`config.mk`:
```
export PLATFORM = sky130hd
export DESIGN_NAME = adcsc_top
export DESIGN_NICKNAME = d
export VERILOG_FILES = /design/src/adcsc_pkg.sv /design/src/adcsc_top.sv /design/src/adcsc_sync.sv
export SDC_FILE = /design/constraint.sdc
export NUM_CORES = 1
export LEC_CHECK = 0
export CAP_MARGIN = 20
export CORE_UTILIZATION = 58
export CTS_CLUSTER_SIZE = 28
export DETAILED_ROUTE_END_ITERATION = 16
export DONT_BUFFER_PORTS = 1
export GPL_TIMING_DRIVEN = 0
export PLACE_DENSITY = 0.78
export SLEW_MARGIN = 40
export SYNTH_ARGS = -nofsm -noshare
export SYNTH_HDL_FRONTEND = slang
export SYNTH_SLANG_ARGS = --single-unit
```
`constraint.sdc`:
```
create_clock -name clk_sys_i -period 9.2 [get_ports clk_sys_i]
set_clock_uncertainty 0.15 [all_clocks]
set_input_delay 1.38 -clock clk_sys_i [delete_from_list [all_inputs] [get_ports clk_sys_i]]
set_output_delay 1.38 -clock clk_sys_i [all_outputs]
set_load 0.1 [all_outputs]
```
`src/adcsc_pkg.sv`:
```
// Package for the converter sequencing, correction and interrupt block.
// Assumes a single 125 MHz system clock that also serves as the converter clock.
package adcsc_pkg;

  // ==========================================================================
  // Register offsets (byte addresses on the Avalon-MM slave).
  localparam logic [5:0] OFS_CTRL     = 6'h00;
  localparam logic [5:0] OFS_SAMPLEN  = 6'h04;
  localparam logic [5:0] OFS_OFFSET   = 6'h08;
  localparam logic [5:0] OFS_GAIN     = 6'h0C;
  localparam logic [5:0] OFS_WINDOW_CONTROL_REGISTER  = 6'h10;
  localparam logic [5:0] OFS_IRQ_SET  = 6'h14;
  localparam logic [5:0] OFS_IRQ_CLR  = 6'h18;
  localparam logic [5:0] OFS_FLAGS    = 6'h1C;
  localparam logic [5:0] OFS_RESULT   = 6'h20;
  localparam logic [5:0] OFS_START    = 6'h24;
  localparam logic [5:0] OFS_STATUS   = 6'h28;

  // ==========================================================================
  // Field positions.
  localparam int CTRL_ENABLE_BIT   = 0;
  localparam int CTRL_CORREN_BIT   = 1;
  localparam int CTRL_FREERUN_BIT  = 2;
  localparam int CTRL_AVG_BIT      = 3;
  localparam int CTRL_CMPEN_BIT    = 4;
  localparam int FLAG_RESULT_READY_FLAG_BIT   = 0;
  localparam int FLAG_OVERRUN_BIT  = 1;
  localparam int FLAG_WINDOW_MONITOR_FLAG_BIT   = 2;
  localparam int WIN_MODE_LSB      = 0;

  // ==========================================================================
  // Reset values and timing counts.
  localparam logic [31:0] RESET_WORD   = 32'h0000_0000;
  localparam logic [11:0] GAIN_UNITY   = 12'h800;
  localparam int          CORR_LATENCY = 13;
  localparam int          CONV_CYCLES  = 12;
  localparam int          AVG_SAMPLES  = 4;
  localparam int          SYNC_STAGES  = 2;

  // ==========================================================================
  // Types.
  typedef enum logic [2:0] {
    ST_IDLE,
    ST_SAMPLE,
    ST_CONVERT,
    ST_CORRECT,
    ST_STORE
  } adcsc_state_e;

  typedef struct packed {
    logic        enable;
    logic        corren;
    logic        freerun;
    logic        avg;
    logic        cmpen;
    logic [1:0]  winmode;
  } adcsc_cfg_s;

endpackage

```
`src/adcsc_top.sv`:
```
// Sequencing, digital correction, DMA request and interrupt logic of the converter.
// Assumes an analog core that accepts a sample strobe and returns a raw code per conversion.
`timescale 1ns/1ps

// Overview of operation
// - Start only after the trigger has been synchronized into the converter clock.
// - Sample the channel during the first (sample length + 1) cycles of a conversion.
// - Larger sample length field gives a longer sampling phase.
// - With correction on, subtract offset value from raw code before storing.
// - With correction on, multiply offset-corrected value by gain value.
// - Correction adds 13 converter cycles before result is available.
// - Free running pays correction latency only on first conversion.
// - Single conversion pays correction latency on every conversion.
// - DMA request rises when result is ready, falls when result is read.
// - With averaging, DMA request only after averaging completes.
// - Three interrupt sources: result ready, window monitor, overrun.
// - Flags set on their condition regardless of enable.
// - Enable-set writes of one enable, enable-clear writes of one disable.
// - Interrupt request while flag set and enabled, until cleared or reset.
// - Writing one to a flag bit clears it; zero leaves it.
// - Window mode, main enable and comparator enable writes are synchronized.
// - Free running keeps converting and sets result ready every conversion, or every fourth conversion with averaging on.
module adcsc_top #(
  parameter int DW = 12
) (
  // Clock and reset
  input  wire logic          clk_sys_i,
  input  wire logic          reset_i,
  // Avalon-MM slave
  input  wire logic [5:0]    avs_address_i,
  input  wire logic          avs_read_i,
  input  wire logic          avs_write_i,
  input  wire logic [31:0]   avs_writedata_i,
  output logic      [31:0]   avs_readdata_o,
  output logic               avs_waitrequest_o,
  // Event start trigger
  input  wire logic          evt_start_i,
  // Analog core
  input  wire logic [DW-1:0] core_data_i,
  output logic               core_sample_o,
  // System outputs
  output logic               dma_req_o,
  output logic               irq_o
);

  // ==========================================================================
  // Registers
  logic [31:0]          rdata_ff, nxt_rdata;
  logic                 ack_ff, nxt_ack;
  logic [6:0]           cfg_raw_ff, nxt_cfg_raw;
  logic [7:0]           samplen_ff, nxt_samplen;
  logic [DW-1:0]        offset_ff, nxt_offset;
  logic [DW-1:0]        gain_ff, nxt_gain;
  logic [2:0]           irq_en_ff, nxt_irq_en;
  logic [2:0]           flags_ff, nxt_flags;
  logic [DW-1:0]        result_ff, nxt_result;
  logic [DW-1:0]        win_lo_ff, nxt_win_lo;
  logic                 sw_start_ff, nxt_sw_start;
  logic [1:0]           trig_sync_ff, nxt_trig_sync;
  logic                 dma_ff, nxt_dma;
  logic                 irq_ff, nxt_irq;
  logic                 sample_ff, nxt_sample;
  adcsc_pkg::adcsc_state_e state_ff, nxt_state;
  logic [7:0]           cnt_ff, nxt_cnt;
  logic [DW-1:0]        raw_ff, nxt_raw;
  logic                 warm_ff, nxt_warm;
  logic [DW+1:0]        acc_ff, nxt_acc;
  logic [2:0]           avg_cnt_ff, nxt_avg_cnt;

  logic [6:0]           cfg_q;
  logic                 cfg_busy;
  adcsc_pkg::adcsc_cfg_s cfg;
  logic                 wr_hit, rd_hit, rd_result;
  logic                 done_evt, win_evt;
  logic [DW-1:0]        conv_val;

  // ==========================================================================
  // Configuration crossing
  adcsc_sync #(
    .WIDTH  (7),
    .STAGES (adcsc_pkg::SYNC_STAGES)
  ) u_sync (
    .clk_sys_i (clk_sys_i),
    .reset_i   (reset_i),
    .d_i       (cfg_raw_ff),
    .q_o       (cfg_q),
    .busy_o    (cfg_busy)
  );

  // Only enable, comparator enable and window mode travel the crossing.
  always_comb begin
    cfg.enable  = cfg_q[adcsc_pkg::CTRL_ENABLE_BIT];
    cfg.corren  = cfg_raw_ff[adcsc_pkg::CTRL_CORREN_BIT];
    cfg.freerun = cfg_raw_ff[adcsc_pkg::CTRL_FREERUN_BIT];
    cfg.avg     = cfg_raw_ff[adcsc_pkg::CTRL_AVG_BIT];
    cfg.cmpen   = cfg_q[adcsc_pkg::CTRL_CMPEN_BIT];
    cfg.winmode = cfg_q[6:5];
  end

  // ==========================================================================
  // Correction arithmetic
  // Gain is a fixed point factor with unity at the top bit; the product saturates.
  function automatic logic [DW-1:0] correct(input logic [DW-1:0] raw,
                                            input logic [DW-1:0] ofs,
                                            input logic [DW-1:0] gn);
    logic [DW:0]     diff;
    logic [2*DW:0]   prod;
    diff = {1'b0, raw} - {1'b0, ofs};
    if (diff[DW]) begin
      diff = '0;
    end
    prod = diff * {1'b0, gn};
    if (|prod[2*DW:2*DW-1]) begin
      correct = '1;
    end else begin
      correct = prod[2*DW-2:DW-1];
    end
  endfunction

  // ==========================================================================
  // Bus slave
  always_comb begin
    wr_hit    = avs_write_i & ~ack_ff;
    rd_hit    = avs_read_i & ~ack_ff;
    rd_result = rd_hit && (avs_address_i == adcsc_pkg::OFS_RESULT);
    nxt_ack   = (avs_read_i | avs_write_i) & ~ack_ff;
    nxt_rdata = rdata_ff;
    if (rd_hit) begin
      if (avs_address_i == adcsc_pkg::OFS_CTRL) begin
        nxt_rdata = {25'h0, cfg_raw_ff};
      end else if (avs_address_i == adcsc_pkg::OFS_SAMPLEN) begin
        nxt_rdata = {24'h0, samplen_ff};
      end else if (avs_address_i == adcsc_pkg::OFS_OFFSET) begin
        nxt_rdata = {20'h0, offset_ff};
      end else if (avs_address_i == adcsc_pkg::OFS_GAIN) begin
        nxt_rdata = {20'h0, gain_ff};
      end else if (avs_address_i == adcsc_pkg::OFS_WINDOW_CONTROL_REGISTER) begin
        nxt_rdata = {20'h0, win_lo_ff};
      end else if ((avs_address_i == adcsc_pkg::OFS_IRQ_SET) ||
                   (avs_address_i == adcsc_pkg::OFS_IRQ_CLR)) begin
        nxt_rdata = {29'h0, irq_en_ff};
      end else if (avs_address_i == adcsc_pkg::OFS_FLAGS) begin
        nxt_rdata = {29'h0, flags_ff};
      end else if (avs_address_i == adcsc_pkg::OFS_RESULT) begin
        nxt_rdata = {20'h0, result_ff};
      end else if (avs_address_i == adcsc_pkg::OFS_STATUS) begin
        nxt_rdata = {28'h0, cfg_busy, state_ff};
      end else begin
        nxt_rdata = adcsc_pkg::RESET_WORD;
      end
    end
  end

  always_comb begin
    nxt_cfg_raw  = cfg_raw_ff;
    nxt_samplen  = samplen_ff;
    nxt_offset   = offset_ff;
    nxt_gain     = gain_ff;
    nxt_win_lo   = win_lo_ff;
    nxt_irq_en   = irq_en_ff;
    nxt_sw_start = 1'b0;
    if (wr_hit) begin
      if (avs_address_i == adcsc_pkg::OFS_CTRL) begin
        nxt_cfg_raw[4:0] = avs_writedata_i[4:0];
      end else if (avs_address_i == adcsc_pkg::OFS_SAMPLEN) begin
        nxt_samplen = avs_writedata_i[7:0];
      end else if (avs_address_i == adcsc_pkg::OFS_OFFSET) begin
        nxt_offset = avs_writedata_i[DW-1:0];
      end else if (avs_address_i == adcsc_pkg::OFS_GAIN) begin
        nxt_gain = avs_writedata_i[DW-1:0];
      end else if (avs_address_i == adcsc_pkg::OFS_WINDOW_CONTROL_REGISTER) begin
        nxt_win_lo       = avs_writedata_i[DW-1:0];
        nxt_cfg_raw[6:5] = avs_writedata_i[17:16];
      end else if (avs_address_i == adcsc_pkg::OFS_IRQ_SET) begin
        nxt_irq_en = irq_en_ff | avs_writedata_i[2:0];
      end else if (avs_address_i == adcsc_pkg::OFS_IRQ_CLR) begin
        nxt_irq_en = irq_en_ff & ~avs_writedata_i[2:0];
      end else if (avs_address_i == adcsc_pkg::OFS_START) begin
        nxt_sw_start = avs_writedata_i[0];
      end
    end
  end

  // ==========================================================================
  // Trigger synchronization
  always_comb begin
    nxt_trig_sync = {trig_sync_ff[0], sw_start_ff | evt_start_i};
  end

  // ==========================================================================
  // Conversion sequencer
  always_comb begin
    nxt_state   = state_ff;
    nxt_cnt     = cnt_ff;
    nxt_raw     = raw_ff;
    nxt_sample  = 1'b0;
    nxt_warm    = warm_ff;
    nxt_acc     = acc_ff;
    nxt_avg_cnt = avg_cnt_ff;
    nxt_result  = result_ff;
    done_evt    = 1'b0;
    conv_val    = cfg.corren ? correct(raw_ff, offset_ff, gain_ff) : raw_ff;
    case (state_ff)
      adcsc_pkg::ST_IDLE: begin
        nxt_warm = 1'b0;
        if (cfg.enable && trig_sync_ff[1]) begin
          nxt_state  = adcsc_pkg::ST_SAMPLE;
          nxt_cnt    = samplen_ff;
          nxt_sample = 1'b1;
        end
      end
      adcsc_pkg::ST_SAMPLE: begin
        nxt_sample = 1'b1;
        if (cnt_ff == 8'h00) begin
          nxt_state  = adcsc_pkg::ST_CONVERT;
          nxt_cnt    = 8'(adcsc_pkg::CONV_CYCLES - 1);
          nxt_sample = 1'b0;
        end else begin
          nxt_cnt = cnt_ff - 8'h01;
        end
      end
      adcsc_pkg::ST_CONVERT: begin
        if (cnt_ff == 8'h00) begin
          nxt_raw = core_data_i;
          if (cfg.corren && !warm_ff) begin
            nxt_state = adcsc_pkg::ST_CORRECT;
            nxt_cnt   = 8'(adcsc_pkg::CORR_LATENCY - 1);
          end else begin
            nxt_state = adcsc_pkg::ST_STORE;
          end
        end else begin
          nxt_cnt = cnt_ff - 8'h01;
        end
      end
      adcsc_pkg::ST_CORRECT: begin
        if (cnt_ff == 8'h00) begin
          nxt_state = adcsc_pkg::ST_STORE;
        end else begin
          nxt_cnt = cnt_ff - 8'h01;
        end
      end
      adcsc_pkg::ST_STORE: begin
        if (cfg.avg) begin
          nxt_acc     = acc_ff + {2'b00, conv_val};
          nxt_avg_cnt = avg_cnt_ff + 3'h1;
          if (avg_cnt_ff == 3'(adcsc_pkg::AVG_SAMPLES - 1)) begin
            nxt_result  = nxt_acc[DW+1:2];
            nxt_acc     = '0;
            nxt_avg_cnt = '0;
            done_evt    = 1'b1;
          end
        end else begin
          nxt_result = conv_val;
          done_evt   = 1'b1;
        end
        // The pipeline stays full while free running, so later results skip the wait.
        nxt_warm = cfg.freerun;
        if (cfg.enable && (cfg.freerun || (cfg.avg && !done_evt))) begin
          nxt_state  = adcsc_pkg::ST_SAMPLE;
          nxt_cnt    = samplen_ff;
          nxt_sample = 1'b1;
        end else begin
          nxt_state = adcsc_pkg::ST_IDLE;
        end
      end
      default: begin
        nxt_state = adcsc_pkg::ST_IDLE;
      end
    endcase
  end

  // ==========================================================================
  // Flags, DMA request and interrupt
  always_comb begin
    win_evt = done_evt && cfg.cmpen && (cfg.winmode != 2'b00) &&
              (nxt_result < win_lo_ff);
    nxt_flags = flags_ff;
    if (wr_hit && (avs_address_i == adcsc_pkg::OFS_FLAGS)) begin
      nxt_flags = flags_ff & ~avs_writedata_i[2:0];
    end
    if (done_evt) begin
      nxt_flags[adcsc_pkg::FLAG_RESULT_READY_FLAG_BIT] = 1'b1;
    end
    if (done_evt && flags_ff[adcsc_pkg::FLAG_RESULT_READY_FLAG_BIT] && dma_ff) begin
      nxt_flags[adcsc_pkg::FLAG_OVERRUN_BIT] = 1'b1;
    end
    if (win_evt) begin
      nxt_flags[adcsc_pkg::FLAG_WINDOW_MONITOR_FLAG_BIT] = 1'b1;
    end
    nxt_dma = dma_ff;
    if (rd_result) begin
      nxt_dma = 1'b0;
    end
    if (done_evt) begin
      nxt_dma = 1'b1;
    end
    nxt_irq = |(nxt_flags & nxt_irq_en);
  end

  always_ff @(posedge clk_sys_i) begin
    if (reset_i) begin
      rdata_ff     <= adcsc_pkg::RESET_WORD;
      ack_ff       <= 1'b0;
      cfg_raw_ff   <= '0;
      samplen_ff   <= '0;
      offset_ff    <= '0;
      gain_ff      <= adcsc_pkg::GAIN_UNITY;
      win_lo_ff    <= '0;
      irq_en_ff    <= '0;
      flags_ff     <= '0;
      result_ff    <= '0;
      sw_start_ff  <= 1'b0;
      trig_sync_ff <= '0;
      dma_ff       <= 1'b0;
      irq_ff       <= 1'b0;
      sample_ff    <= 1'b0;
      state_ff     <= adcsc_pkg::ST_IDLE;
      cnt_ff       <= '0;
      raw_ff       <= '0;
      warm_ff      <= 1'b0;
      acc_ff       <= '0;
      avg_cnt_ff   <= '0;
    end else begin
      rdata_ff     <= nxt_rdata;
      ack_ff       <= nxt_ack;
      cfg_raw_ff   <= nxt_cfg_raw;
      samplen_ff   <= nxt_samplen;
      offset_ff    <= nxt_offset;
      gain_ff      <= nxt_gain;
      win_lo_ff    <= nxt_win_lo;
      irq_en_ff    <= nxt_irq_en;
      flags_ff     <= nxt_flags;
      result_ff    <= nxt_result;
      sw_start_ff  <= nxt_sw_start;
      trig_sync_ff <= nxt_trig_sync;
      dma_ff       <= nxt_dma;
      irq_ff       <= nxt_irq;
      sample_ff    <= nxt_sample;
      state_ff     <= nxt_state;
      cnt_ff       <= nxt_cnt;
      raw_ff       <= nxt_raw;
      warm_ff      <= nxt_warm;
      acc_ff       <= nxt_acc;
      avg_cnt_ff   <= nxt_avg_cnt;
    end
  end

  // The first cycle of a request waits; the answer comes on the second edge.
  always_comb begin
    avs_readdata_o    = rdata_ff;
    avs_waitrequest_o = (avs_read_i | avs_write_i) & ~ack_ff;
    core_sample_o     = sample_ff;
    dma_req_o         = dma_ff;
    irq_o             = irq_ff;
  end

endmodule

```
`src/adcsc_sync.sv`:
```
// Write synchronizer for configuration bits entering the converter domain.
// Assumes the source is a register on the same clock; the stages model the crossing delay.
`timescale 1ns/1ps
module adcsc_sync #(
  parameter int WIDTH  = 7,
  parameter int STAGES = 2
) (
  // Clock and reset
  input  wire logic             clk_sys_i,
  input  wire logic             reset_i,
  // Data
  input  wire logic [WIDTH-1:0] d_i,
  output logic      [WIDTH-1:0] q_o,
  output logic                  busy_o
);

  // ==========================================================================
  // Shift stages
  logic [WIDTH-1:0] stage_ff     [STAGES];
  logic [WIDTH-1:0] nxt_stage    [STAGES];

  always_comb begin
    nxt_stage[0] = d_i;
    for (int i = 1; i < STAGES; i++) begin
      nxt_stage[i] = stage_ff[i-1];
    end
  end

  always_ff @(posedge clk_sys_i) begin
    for (int i = 0; i < STAGES; i++) begin
      if (reset_i) begin
        stage_ff[i] <= '0;
      end else begin
        stage_ff[i] <= nxt_stage[i];
      end
    end
  end

  assign q_o    = stage_ff[STAGES-1];
  assign busy_o = (d_i != stage_ff[STAGES-1]);

endmodule

```
==> impl_metrics.toml <==
[outcome]
status = "complete, but fails checks"
violations = "setup timing"

[route]
final_antenna_net_count = 0
drtIter0Drc = 1196
vias = 12390
wl_per_cell_um = 20.99
drc = 0
detail_route.vias_per_cell = 6.188
drtPass1Iterations = 8
wl_um = 42040

[timing]
finalSetupTns_ns = -2.113
min_period_ns = 10.32
fin_hold_ws_ns = 0.2872
tightest_slew_ns = 0.8899
setup_viol = 2
period_share_pct = 112.1
setup_ws_ns = -1.115
rsz0062_at_grt = "true"
drv_slew = 0
slew_headroom_pct = 40.67
clock.fmax_ghz = 0.09694
hold_viol = 0

[die]
floorplan.initialDensity_pct = 59.91
die_height_um = 150.5
die_area_mm2 = 0.02266
die_w_um = 150.5
num_io_pins = 91
core-area_mm2 = 0.02135
num_rows = 53

[yosys]
yosysSeqAreaShare_pct = 22.38
syn_inst = 1609
synthesis.area_mm2 = 0.01279
yosysUniqueCellTypes = 74
ys_warn_count = 0
ys_async_sr_fraction_pct = 0
postSynthAreaPerCell_um2 = 7.951
synth-edff-count = 0
synth-main-ff-cell = "dfxtp_1"
ys_seq_elements = 143

[min_path]
min_path_cells = 1
min_to = "u_sync.stage_ff[1][4]$_SDFF_PP0_"
hold_start = "u_sync.stage_ff[0][4]$_SDFF_PP0_"
hp-class = "flip-flop to flip-flop"

[worst_setup_path]
arrival_ns = 10.49
regToRegStartpoint = "raw_ff[0]$_SDFFE_PP0P_"
cp-end-kind = "flip-flop"
critPathSlowestCell = "fa_1"
path_class = "flip-flop to flip-flop"
critPathLaunchType = "flip-flop"
crit_path_max_incr_delay_ns = 0.55
r2r_slack_ns = -1.12
r2r_end = "irq_o$_SDFF_PP0_"
cp.required_ns = 9.37
crit_top_cell = "a21oi_2"
r2r_cells = 48
cp_max_fo = 5

[pwr]
p_leak_nw = 6.616
power_density_mw_per_mm2 = 98.71
peakVddDrop_v = 0.0001256

[clocking]
cts_tree = "built"
clock_sinks = 143
clock_latency_ns = 0.43
h-tree-depth = 4
cts-root-buf = "clkbuf_16"
numCtsBuffers = 17
clk_pin_slew_ns = 0.07
cts_buffer_depth = 2

[final_layout]
layout-drive-gt1-share_pct = 18.01
layout.cells.non_filler = 2003
syn2layout_area_growth_pct = 20.45
postLayoutCellArea_mm2 = 0.01541
nFillCells = 1620
finalNetCount = 1971

[placement]
dp_hpwl_um = 30540
dp_cells = 1903
gp_congestion = 1.007
placed_cell_area_mm2 = 0.01351
dp_slack_ns = -1.802
io_buffers = 0

[grt]
grt_max_degree = 17
grt_pass1_wl_um = 63560
grt_pass1_vias = 12100
antenna_found_initial = 1
grt_usage_pct = 37.29
gr-total-overflow = 0

[job]
maxCapViolCount = 0
[state kept, by name, summed over array words and instances, names as in the netlist, 2 cells and up]
name and flops:
flags_ff 3, u_sync.stage_ff 14, result_ff 12, win_lo_ff 12
gain_ff 12, offset_ff 12, state_ff 3, raw_ff 12
acc_ff 14, irq_en_ff 3, samplen_ff 8, cnt_ff 8
cfg_raw_ff 7, trig_sync_ff 2, avg_cnt_ff 3, avs_readdata_o 12
[cell usage after synthesis (all sizes together), types with 5 or more instances]
library cell | number | area, um2
a21o | 9 | 67.56
nand4 | 10 | 62.56
a211oi | 13 | 112.6
o21ai | 51 | 255.3
o211ai | 6 | 45.04
o22ai | 15 | 93.84
buf | 29 | 197.7
fa | 102 | 2042
clkbuf | 73 | 274.0
dfxtp | 143 | 2863
o21a | 14 | 105.1
and2 | 54 | 337.8
ha | 100 | 1251
nand2b | 17 | 106.4
or3 | 5 | 36.28
and3 | 5 | 31.28
o22a | 7 | 61.31
nor2 | 147 | 551.8
a21oi | 129 | 660.6
nor3 | 47 | 250.2
xnor2 | 18 | 157.7
o311a | 5 | 50.05
mux2i | 32 | 320.3
inv | 160 | 600.6
nand2 | 242 | 910.9
a221oi | 8 | 70.07
nand3 | 34 | 170.2
xor2 | 17 | 148.9
a22oi | 21 | 157.7
nor2b | 29 | 181.4
[stage by stage]
| stage | util [%] | total power, mW |
|---|---|---|
| floorplan | - | 0.7505 |
| global placement | 63.14 | 0.7732 |
| detailed placement | 63.29 | 0.7750 |
| CTS | 70.29 | 1.511 |
| global route | 72.16 | 1.556 |
| finish | 72.17 | 1.521 |
[layer usage]
metal,global-route usage [%],routed length [um],vias to the layer above
li1,-,-,5576
met1,43.67,15390,5880
met2,60.90,19620,754
met3,7.697,4084,184
met4,26.36,2940,0
met5,0,0,-
[cell families (layout without fill, tap and decap cells)]
family,count (synthesis),after routing,synth area share [%]
adder cells (fa/ha/maj),202,202,25.74
other,1,21,0.02931
AO/OA/AOI/OAI,322,322,16.37
multiplexers,36,36,2.944
XOR/XNOR,35,35,2.396
flip-flops,143,143,22.38
AND/OR/NAND/NOR,608,608,21.76
buffers and inverters,262,361,8.381
[cells in the final DEF, fill, tap and decap left out, types with 31 or more instances in the layout]
cell type  instances
a21oi_1          107
and2_1            51
buf_4             84
clkbuf_1          63
dfxtp_1          118
fa_1              94
ha_1              78
inv_1            151
mux2i_1           31
nand2_1          232
nor2_1           138
nor3_1            37
o21ai_0           34
[worst max-delay path, delay by kind of cell (launching register included)]
kind,cells,cell delay (ns)
fa+ha+maj,9,3.10
compound gates,17,3.50
flops,1,0.39
xor+xnor,2,0.40
buf+inv,11,1.26
simple gates,9,1.36
[final cells by class]
type	count	area (um2)	area share [%]
Antenna cell	1	2.502	0.01624
Buffer	101	601.8	3.905
Clock buffer	20	446.7	2.899
Clock inverter	12	185.2	1.202
Inverter	160	600.6	3.897
Multi-Input combinational cell	1223	9789	63.53
Sequential cell	143	2902	18.83
Tap cell	275	344.1	2.233
Timing Repair Buffer	68	538.0	3.491
[worst max-delay path by stage]
stage	start	end	slack, ns	cells after the start
floorplan	raw_ff[0]$_SDFFE_PP0P_	irq_o$_SDFF_PP0_	-0.24	46
CTS	raw_ff[0]$_SDFFE_PP0P_	irq_o$_SDFF_PP0_	-0.76	49
global placement	raw_ff[0]$_SDFFE_PP0P_	irq_o$_SDFF_PP0_	-1.72	47
finish	raw_ff[0]$_SDFFE_PP0P_	irq_o$_SDFF_PP0_	-1.12	48
detailed placement	raw_ff[0]$_SDFFE_PP0P_	irq_o$_SDFF_PP0_	-1.80	46
global route	raw_ff[0]$_SDFFE_PP0P_	irq_o$_SDFF_PP0_	-1.41	48
[repair_timing]
action / 4_1_cts / 5_1_grt
buffers inserted: 51 / 17
hold buffers: 0 / 0
pin swaps: 65 / 28
resized for setup: 91 / 70
gates cloned: 1 / 0
endpoints found under the setup margin: 18 / 14
[report_power, final]
part | total, mW | leakage, nW | internal, mW | switching (mW)
clock network | 0.746 | 0.293 | 0.463 | 0.283
logic | 0.129 | 5.16 | 0.0330 | 0.0963
registers | 0.646 | 1.17 | 0.623 | 0.0227
Power figures use the tool's default switching activity.
